$ cat config.mk
export PLATFORM = sky130hd
export DESIGN_NAME = prl_bank
export DESIGN_NICKNAME = d
export VERILOG_FILES = /design/src/shared/prl_pkg.sv /design/src/core/prl_bank.sv
export SDC_FILE = /design/constraint.sdc
export NUM_CORES = 1
export LEC_CHECK = 0
export ABC_AREA = 1
export BUFFER_PORTS_ARGS = -buffer_cell sky130_fd_sc_hd__buf_2
export CORE_ASPECT_RATIO = 1.1
export CORE_MARGIN = 1.5
export CORE_UTILIZATION = 40
export CTS_CLUSTER_DIAMETER = 100
export DETAILED_ROUTE_END_ITERATION = 8
export MAX_ROUTING_LAYER = met4
export PLACE_DENSITY = 0.73
export SETUP_SLACK_MARGIN = 0.3
export SYNTH_ARGS = -nofsm -noshare
export SYNTH_HDL_FRONTEND = slang
export SYNTH_SLANG_ARGS = --single-unit
$ cat constraint.sdc
create_clock -name clk -period 0.9 [get_ports clk]
set_input_delay 0.18 -clock clk [delete_from_list [all_inputs] [get_ports clk]]
set_output_delay 0.18 -clock clk [all_outputs]
set_load 0.02 [all_outputs]
$ cat src/shared/prl_pkg.sv
// Purpose: Constants and types for the priority register lock bank
// Assumes: 8-bit register bus, word index addressing
// Notes: Offsets are local choices
package prl_pkg;
    localparam int ADDR_W = 4;
    localparam int DATA_W = 8;
    localparam int PRIO_W = 3;
    // Register offsets
    localparam logic [3:0] OFF_DMA2_PRIO = 4'h0;
    localparam logic [3:0] OFF_SCAN_PRIO = 4'h1;
    localparam logic [3:0] OFF_LOCK_CTRL = 4'h2;
    // Field positions
    localparam int PRIO_LSB = 0;
    localparam int LOCK_BIT = 0;
    // Reset values
    localparam logic [2:0] RST_DMA2_PRIO = 3'h3;
    localparam logic [2:0] RST_SCAN_PRIO = 3'h4;
    localparam logic RST_LOCK = 1'b0;

    // Register bus request
    typedef struct packed {
        logic [3:0] addr;
        logic [7:0] wdata;
        logic wr;
        logic rd;
    } prl_req_t;
endpackage

$ cat src/core/prl_bank.sv
// Purpose: Priority registers for DMA channel 2 and scanner, with write lock
// Assumes: Unlock sequence is checked outside; unlock_ok qualifies lock writes
// Notes: Read data valid in the cycle after the read strobe only
//
// How it works
// - DMA channel priority, three bits 2:0
// - Scanner priority, three bits 2:0
// - Reset loads 011, 100, lock zero
// - Unimplemented upper bits read zero
// - Lock clear allows priority writes
// - Lock set ignores priority writes
// - Lock changes only after unlock sequence
// - Lock-once option blocks clearing lock
// - Reset clears lock, re-arms one set
//
// Decided for this implementation: the placing of the registers and the address-and-strobe port.
`timescale 1ns/10ps
`default_nettype none
module prl_bank (
    input wire logic clk,
    input wire logic rst,
    input wire prl_pkg::prl_req_t req,
    input wire logic unlock_ok,
    input wire logic lock_once_option,
    output logic [7:0] rdata,
    output logic [2:0] dma_channel2_priority,
    output logic [2:0] scanner_priority,
    output logic priority_lock_bit
);
    logic [2:0] dma_ff;
    logic [2:0] scan_ff;
    logic lock_ff;
    logic once_ff;
    logic once_cap_ff;
    logic [7:0] rdata_ff;
    logic [2:0] nxt_dma;
    logic [2:0] nxt_scan;
    logic nxt_lock;
    logic [7:0] nxt_rdata;

    // Option comes from outside the clock domain; two stages before use
    logic opt_meta_ff;
    logic opt_sync_ff;
    always_ff @(posedge clk) begin
        opt_meta_ff <= lock_once_option;
        opt_sync_ff <= opt_meta_ff;
    end

    // Address decode
    wire hit_dma = req.addr == prl_pkg::OFF_DMA2_PRIO;
    wire hit_scan = req.addr == prl_pkg::OFF_SCAN_PRIO;
    wire hit_lock = req.addr == prl_pkg::OFF_LOCK_CTRL;
    wire wr_dma = req.wr && hit_dma && !lock_ff;
    wire wr_scan = req.wr && hit_scan && !lock_ff;
    wire lock_val = req.wdata[prl_pkg::LOCK_BIT];
    // Clearing is refused under lock-once so a stray unlock cannot reopen it
    wire clr_block = once_ff && lock_ff && !lock_val;
    wire wr_lock = req.wr && hit_lock && unlock_ok && !clr_block;

    // Next values
    assign nxt_dma = wr_dma ? req.wdata[2:0] : dma_ff;
    assign nxt_scan = wr_scan ? req.wdata[2:0] : scan_ff;
    assign nxt_lock = wr_lock ? lock_val : lock_ff;
    // Unmapped reads return zero; upper bits always zero
    assign nxt_rdata = !req.rd ? 8'h00 :
        hit_dma ? {5'h00, dma_ff} :
        hit_scan ? {5'h00, scan_ff} :
        hit_lock ? {7'h00, lock_ff} : 8'h00;

    // Registers; reset re-arms one set since lock returns to zero
    always_ff @(posedge clk) begin
        if (rst) begin
            dma_ff <= prl_pkg::RST_DMA2_PRIO;
            scan_ff <= prl_pkg::RST_SCAN_PRIO;
            lock_ff <= prl_pkg::RST_LOCK;
            once_cap_ff <= 1'b1;
            once_ff <= 1'b0;
            rdata_ff <= 8'h00;
        end else begin
            dma_ff <= nxt_dma;
            scan_ff <= nxt_scan;
            lock_ff <= nxt_lock;
            once_cap_ff <= 1'b0;
            // Option caught at the first edge after reset release
            if (once_cap_ff) begin
                once_ff <= opt_sync_ff;
            end
            rdata_ff <= nxt_rdata;
        end
    end

    assign rdata = rdata_ff;
    assign dma_channel2_priority = dma_ff;
    assign scanner_priority = scan_ff;
    assign priority_lock_bit = lock_ff;

    property p_locked_hold;
        @(posedge clk) disable iff (rst)
        lock_ff && req.wr && (hit_dma || hit_scan) |=> $stable(dma_ff) && $stable(scan_ff);
    endproperty
    a_locked_hold: assert property (p_locked_hold) else $error("priority changed while locked");

    property p_open_write;
        @(posedge clk) disable iff (rst)
        !lock_ff && req.wr && hit_dma |=> dma_ff == $past(req.wdata[2:0]);
    endproperty
    a_open_write: assert property (p_open_write) else $error("dma priority write lost");

    property p_scan_write;
        @(posedge clk) disable iff (rst)
        !lock_ff && req.wr && hit_scan |=> scan_ff == $past(req.wdata[2:0]);
    endproperty
    a_scan_write: assert property (p_scan_write) else $error("scanner priority write lost");

    property p_need_unlock;
        @(posedge clk) disable iff (rst)
        !unlock_ok |=> $stable(lock_ff);
    endproperty
    a_need_unlock: assert property (p_need_unlock) else $error("lock changed without unlock");

    property p_once;
        @(posedge clk) disable iff (rst)
        once_ff && lock_ff |=> lock_ff;
    endproperty
    a_once: assert property (p_once) else $error("lock cleared under lock-once");

    property p_reset_vals;
        @(posedge clk)
        rst |=> dma_ff == 3'h3 && scan_ff == 3'h4 && !lock_ff;
    endproperty
    a_reset_vals: assert property (p_reset_vals) else $error("bad reset values");

    property p_rd_upper;
        @(posedge clk) disable iff (rst)
        req.rd ##1 1'b1 |-> rdata[7:3] == 5'h00;
    endproperty
    a_rd_upper: assert property (p_rd_upper) else $error("upper bits not zero");

    property p_lock_set;
        @(posedge clk) disable iff (rst)
        req.wr && hit_lock && unlock_ok && req.wdata[0] |=> lock_ff;
    endproperty
    a_lock_set: assert property (p_lock_set) else $error("lock set missed");

    property p_rd_lock;
        @(posedge clk) disable iff (rst)
        req.rd && hit_lock |=> rdata == {7'h00, $past(lock_ff)};
    endproperty
    a_rd_lock: assert property (p_rd_lock) else $error("lock readback wrong");

    // Read path: data only in the cycle after the strobe, zero otherwise
    property p_rd_idle;
        @(posedge clk) disable iff (rst)
        !req.rd |=> rdata == 8'h00;
    endproperty
    a_rd_idle: assert property (p_rd_idle) else $error("read data without strobe");

    property p_rd_dma;
        @(posedge clk) disable iff (rst)
        req.rd && hit_dma |=> rdata == {5'h00, $past(dma_ff)};
    endproperty
    a_rd_dma: assert property (p_rd_dma) else $error("dma priority readback wrong");

    property p_rd_scan;
        @(posedge clk) disable iff (rst)
        req.rd && hit_scan |=> rdata == {5'h00, $past(scan_ff)};
    endproperty
    a_rd_scan: assert property (p_rd_scan) else $error("scanner readback wrong");

    property p_rd_lock_upper;
        @(posedge clk) disable iff (rst)
        req.rd && hit_lock |=> rdata[7:1] == 7'h00;
    endproperty
    a_rd_lock_upper: assert property (p_rd_lock_upper) else $error("lock upper bits set");

    property p_rd_unmapped;
        @(posedge clk) disable iff (rst)
        req.rd && !hit_dma && !hit_scan && !hit_lock |=> rdata == 8'h00;
    endproperty
    a_rd_unmapped: assert property (p_rd_unmapped) else $error("unmapped read not zero");

    property p_rd_no_side;
        @(posedge clk) disable iff (rst)
        req.rd && !req.wr |=> $stable(dma_ff) && $stable(scan_ff) && $stable(lock_ff);
    endproperty
    a_rd_no_side: assert property (p_rd_no_side) else $error("read changed a register");

    // Priority registers move only on their own accepted write
    property p_dma_hold;
        @(posedge clk) disable iff (rst)
        !(req.wr && hit_dma) |=> $stable(dma_ff);
    endproperty
    a_dma_hold: assert property (p_dma_hold) else $error("dma priority moved");

    property p_scan_hold;
        @(posedge clk) disable iff (rst)
        !(req.wr && hit_scan) |=> $stable(scan_ff);
    endproperty
    a_scan_hold: assert property (p_scan_hold) else $error("scanner priority moved");

    property p_dma_locked;
        @(posedge clk) disable iff (rst)
        lock_ff && req.wr && hit_dma |=> $stable(dma_ff);
    endproperty
    a_dma_locked: assert property (p_dma_locked) else $error("dma written while locked");

    property p_scan_locked;
        @(posedge clk) disable iff (rst)
        lock_ff && req.wr && hit_scan |=> $stable(scan_ff);
    endproperty
    a_scan_locked: assert property (p_scan_locked) else $error("scanner written while locked");

    property p_wr_unmapped;
        @(posedge clk) disable iff (rst)
        req.wr && !hit_dma && !hit_scan && !hit_lock |=>
            $stable(dma_ff) && $stable(scan_ff) && $stable(lock_ff);
    endproperty
    a_wr_unmapped: assert property (p_wr_unmapped) else $error("unmapped write took effect");

    property p_dma_only;
        @(posedge clk) disable iff (rst)
        wr_dma |=> $stable(scan_ff) && $stable(lock_ff);
    endproperty
    a_dma_only: assert property (p_dma_only) else $error("dma write leaked");

    property p_scan_only;
        @(posedge clk) disable iff (rst)
        wr_scan |=> $stable(dma_ff) && $stable(lock_ff);
    endproperty
    a_scan_only: assert property (p_scan_only) else $error("scanner write leaked");

    // Lock bit: unlock qualifier, lock-once refusal and re-arm
    property p_lock_only;
        @(posedge clk) disable iff (rst)
        wr_lock |=> $stable(dma_ff) && $stable(scan_ff);
    endproperty
    a_lock_only: assert property (p_lock_only) else $error("lock write leaked");

    property p_lock_idle;
        @(posedge clk) disable iff (rst)
        !(req.wr && hit_lock) |=> $stable(lock_ff);
    endproperty
    a_lock_idle: assert property (p_lock_idle) else $error("lock moved without write");

    property p_lock_no_unlock;
        @(posedge clk) disable iff (rst)
        req.wr && hit_lock && !unlock_ok |=> $stable(lock_ff);
    endproperty
    a_lock_no_unlock: assert property (p_lock_no_unlock) else $error("lock write unqualified");

    property p_lock_clear_open;
        @(posedge clk) disable iff (rst)
        !once_ff && lock_ff && req.wr && hit_lock && unlock_ok && !req.wdata[0] |=> !lock_ff;
    endproperty
    a_lock_clear_open: assert property (p_lock_clear_open) else $error("lock clear missed");

    property p_lock_clear_refused;
        @(posedge clk) disable iff (rst)
        once_ff && lock_ff && req.wr && hit_lock && unlock_ok && !req.wdata[0] |=> lock_ff;
    endproperty
    a_lock_clear_refused: assert property (p_lock_clear_refused) else $error("lock-once cleared");

    property p_lock_persist;
        @(posedge clk) disable iff (rst)
        lock_ff && !(req.wr && hit_lock) |=> lock_ff;
    endproperty
    a_lock_persist: assert property (p_lock_persist) else $error("lock dropped");

    property p_lock_set_open;
        @(posedge clk) disable iff (rst)
        !lock_ff && req.wr && hit_lock && unlock_ok && req.wdata[0] |=> lock_ff;
    endproperty
    a_lock_set_open: assert property (p_lock_set_open) else $error("open lock set missed");

    property p_once_rearm;
        @(posedge clk) disable iff (rst)
        once_ff && !lock_ff && req.wr && hit_lock && unlock_ok && req.wdata[0] |=> lock_ff;
    endproperty
    a_once_rearm: assert property (p_once_rearm) else $error("re-armed set missed");

    // Reset state and option capture
    property p_reset_once;
        @(posedge clk)
        rst |=> once_cap_ff && !once_ff && !lock_ff;
    endproperty
    a_reset_once: assert property (p_reset_once) else $error("reset did not re-arm");

    property p_reset_rd;
        @(posedge clk)
        rst |=> rdata == 8'h00;
    endproperty
    a_reset_rd: assert property (p_reset_rd) else $error("read data not cleared");

    property p_opt_capture;
        @(posedge clk) disable iff (rst)
        once_cap_ff |=> once_ff == $past(opt_sync_ff);
    endproperty
    a_opt_capture: assert property (p_opt_capture) else $error("option not captured");

    property p_cap_oneshot;
        @(posedge clk) disable iff (rst)
        once_cap_ff |=> !once_cap_ff;
    endproperty
    a_cap_oneshot: assert property (p_cap_oneshot) else $error("capture window stuck");

    property p_once_stable;
        @(posedge clk) disable iff (rst)
        !once_cap_ff |=> $stable(once_ff);
    endproperty
    a_once_stable: assert property (p_once_stable) else $error("option moved after capture");
endmodule
`default_nettype wire

Yosys cells after proc, flatten, opt, wreduce, memory -nomap -nowiden
Index checks and enable logic that the tools add are counted.
{"block": "totals", "reg_bits": 19, "in_bits": 18, "out_inout_bits": 15, "word_cells": 31}
{"block": "op_classes", "n_eq_ne": 2, "mux": 4, "bitwise": 1, "n_reduce_logical": 15}
{"op": "$logic_and 1x1->1", "n": 9}
{"op": "$mux 3", "n": 2}
{"op": "$eq 4x1->1 const B", "n": 1}
{"op": "$eq 4x2->1 const B", "n": 1}
{"op": "$logic_not 4->1", "n": 1}
{"op": "$reduce_or 4->1", "n": 1}
{"op": "$logic_not 1->1", "n": 3}
{"op": "$mux 1", "n": 2}
{"op": "$reduce_or 2->1", "n": 1}
{"op": "$not 1->1", "n": 1}

Logic depth before layout (Yosys ltp)
{"block": "depth", "depth_word": 4, "depth_mapped": 7, "mapped_depth_nobuf": 7}

Worst setup path after synthesis
OpenSTA, ideal clock, no wires.
{"block": "synth_path", "path_kind": "register to register", "startpoint": "register lock_ff (netlist: priority_lock_bit)", "endpoint": "register dma_ff[2] (netlist: dma_channel2_priority[2])", "setup_time_ns": 0.113, "arrival_time_ns": 0.808, "required_time_ns": 0.787, "setup_slack_ns": -0.021, "stages_incl_launch_ff": 6, "path_buffers": 0, "period_less_slack_ns": 0.921, "cell_sequence": "dfxtp_1 nor2_4 nand2_2 nand2_1 nand2_1 nor2_1"}
{"block": "synth_between", "elab_chain_len": 2}
{"item": "start, declared", "line_no": "prl_bank.sv:32", "rtl": "logic lock_ff;"}
{"item": "start signal, assigned", "line_no": "prl_bank.sv:75", "rtl": "lock_ff <= prl_pkg::RST_LOCK;"}
{"item": "start signal, assigned", "line_no": "prl_bank.sv:82", "rtl": "lock_ff <= nxt_lock;"}
{"item": "$logic_not 1->1", "line_no": "prl_bank.sv:53", "rtl": "wire wr_dma = req.wr && hit_dma && !lock_ff;"}
{"item": "$logic_and 1x1->1", "line_no": "prl_bank.sv:53"}
{"item": "end signal, assigned", "line_no": "prl_bank.sv:73", "rtl": "dma_ff <= prl_pkg::RST_DMA2_PRIO;"}
{"item": "end signal, assigned", "line_no": "prl_bank.sv:80", "rtl": "dma_ff <= nxt_dma;"}
{"item": "end, declared", "line_no": "prl_bank.sv:30", "rtl": "logic [2:0] dma_ff;"}
Every way passes these cells.
A chain may end at the register's enable or synchronous reset.

Worst setup path in the final report
{"block": "layout_path", "startpoint": "register lock_ff (netlist: priority_lock_bit)", "endpoint": "output port priority_lock_bit"}
{"item": "end, declared", "line_no": "prl_bank.sv:28", "rtl": "output logic priority_lock_bit"}
No word-level cell between the ends.

==> impl_metrics.toml <==
[status]
status = "complete, but fails checks"
violations = "hold timing, setup timing"

[floorplan]
ios = 33
fp.dieW_um = 40.2
coreArea_um2 = 1400
start_util_pct = 43.4
die_area_um2 = 1760
core.rowCount = 14
die_h_um = 43.9

[detailed_routing]
drt_wl_total_um = 1560
drc_errors = 0
drtIter0Drc = 12
drt_pass1_iterations = 4
vias = 647
wire_per_inst_um = 11.7
ant_nets = 0
viasPerCell = 4.86

[timing]
fin_skew_ns = 0.00830
min_period_ns = 0.953
max_freq_mhz = 1050
rsz0062_at_grt = "true"
fin_ws_ns = -0.0534
fin_hold_ws_ns = -0.00706
final_hold_viol_count = 1
slew_viol_final = 0
setup_viol = 8
fin_crit_sh_pct = 106

[setup_path]
timing.rr.start = "priority_lock_bit"
crit_type = "register to output port"
required_ns = 0.72
crit_buf_inv = 1
crit_chain = "buf_6"
critPathCaptureType = "output port"
cp_data_arrival_time_ns = 0.77
start_kind = "register"
crit-reg2reg-capture = "dma_channel2_priority[2]"
cp_slowest_cell = "dfxtp_4"
crit_fanout = 3
slowest_delay_ns = 0.36
ff2ff_setup_slack_ns = 0
r2r_cells = 4
critical-path-top-delay-family = "flip-flops"

[logic_synthesis]
synthCells = 78
ys_seq_elements = 14
synth-main-ff-cell = "dfxtp_1"
synth_seq_area_share_pct = 46.1
synth.top_cell.area_share_pct = 46.1
yosysTopAreaCell = "dfxtp_1"
postSynthAreaPerCell_um2 = 7.80
yosysWarnings = 0
async_flop_share_pct = 0
netlist_top_cells_count = "16 x nand2_1, 14 x dfxtp_1, 9 x nor2_1"
synth_edf_count = 0
synth_most_common_cell = "nand2_1"
synth_area_leaders = "dfxtp_1 46%, nand2_1 9.9%, buf_4 6.2%, nand3_1 5.8%, nor2_1 5.6%"
synthDistinctLibCells = 16
netlist_area_um2 = 608

[grt]
grt_usage_pct = 18.9
grt_start_max_net_pins = 9
grt_pass1_wl_um = 2210
grt_overflow = 0
antenna_found_initial = 0
grt_pass1_vias = 567

[clock_network]
cts_tree = "done"
cts.sinks = 14
clk_pin_slew_ns = 0.08
cts_max_path_buffers = 2
cts-root-buf = "clkbuf_4"
ctsHtreeMaxLevel = 1
cts_buffers = 3
clk_latency_ns = 0.28

[power]
pwr-share-seq_pct = 53.3
leakagePower_nw = 0.478
power_mw = 1.21
power_frac_clock_pct = 30.1
peakVddDrop_mv = 1.08
p_per_area_nw_per_um2 = 1200
combPwrFrac_pct = 16.6
p_sw_share_pct = 26.3
internal_power_uw = 894
p_switching_uw = 320

[layout]
area_delta_synth_final_pct = 66.3
nets = 136
diodes = 0
drive_above_1_share_pct = 67.5

[hold_path]
hold_path.class = "input port to register"
hold_path_depth = 1
min_from = "lock_once_option"
hold-path-endpoint = "opt_meta_ff"

[job]
drv_cap = 0

[placed_design]
gp_congestion = 0.864
port_buffers = 22
dp_hpwl_um = 895
[flip-flops by register name, summed over array words and instances, names as in the netlist]
register and count:
rdata 3, scanner_priority 3, opt_sync_ff 1, once_ff 1, dma_channel2_priority 3, once_cap_ff 1
opt_meta_ff 1, priority_lock_bit 1
[cell usage in the layout (no fill, tap or decap)]
cell,synthesis,final
nand3_2,1,6
nand3_1,7,2
nand2_4,1,1
nand2_2,2,7
inv_1,6,5
o211ai_1,1,1
dfxtp_2,0,11
dfxtp_1,14,2
buf_2,0,12
conb_1,1,5
clkbuf_4,0,3
nand2_1,16,11
nand4_1,2,2
buf_6,0,16
a21oi_1,5,2
a21oi_2,0,3
clkbuf_1,0,1
nor2_4,3,4
dfxtp_4,0,1
inv_2,4,5
o21bai_1,1,1
buf_4,5,8
nor2_2,0,2
nor2_1,9,6
[routing by layer]
layer,vias to the layer above,share of wire [%],GRT usage [%]
li1,312,-,-
met1,299,41,21.9
met2,29,51,28.7
met3,7,5.1,4.10
met4,0,3.3,12.0
met5,-,0,-
[worst max-delay path by stage]
stage          cells past startpoint               from  slack (ns)                  endpoint
4_1_cts                            1  priority_lock_bit       -0.06         priority_lock_bit
3_3_place_gp                       7            req[13]       -0.07       scanner_priority[0]
6_report                           1  priority_lock_bit       -0.05         priority_lock_bit
3_5_place_dp                       8            req[13]       -0.07       scanner_priority[1]
2_1_floorplan                      4  priority_lock_bit        0.07  dma_channel2_priority[2]
5_1_grt                            1  priority_lock_bit       -0.08         priority_lock_bit
[cells by family after synthesis]
family,after synthesis,share of synthesized area [%]
and+or+nand+nor,41,34.4
buffers and inverters,15,12.3
DFF,14,46.1
AOI/OAI and AO/OA,7,6.58
other,1,0.617
[what timing repair did]
item,4_1_cts,5_1_grt
endpoints found under the setup margin,21,21
buffers inserted,8,2
gates resized for setup,30,19
endpoints found under the hold margin,1,1
pin swaps,6,6
[stage by stage]
stage / std cells / setup WS [ns] / TNS [ns] / utilization [%] / instance area [um2]
2_1_floorplan: 82 / 0.0706 / 0 / - / 636
3_3_place_gp: 119 / -0.0682 / -0.351 / 54.1 / 758
3_5_place_dp: 119 / -0.0750 / -0.354 / 54.1 / 758
4_1_cts: 131 / -0.0595 / -0.140 / 66.8 / 936
5_1_grt: 133 / -0.0787 / -0.541 / 72.1 / 1010
6_report: 133 / -0.0534 / -0.142 / 72.1 / 1010
[layout make-up]
type,instances,area (um2)
fill,105,390
clock buffer,4,26.3
multi-input combinational,53,329
timing repair buffer,36,300
inverter,10,37.5
sequential,14,298
tap,16,20.0
[power groups by stage]
| stage | Combinational [mW] | Sequential, mW | Clock [mW] |
|---|---|---|---|
| floorplan | 0.0929 | 0.665 | 0 |
| CTS | 0.180 | 0.643 | 0.370 |
| finish | 0.201 | 0.648 | 0.365 |
| global placement | 0.149 | 0.656 | 0 |
| detailed placement | 0.150 | 0.657 | 0 |
| global route | 0.218 | 0.649 | 0.399 |
Power figures use the tool's default switching activity.
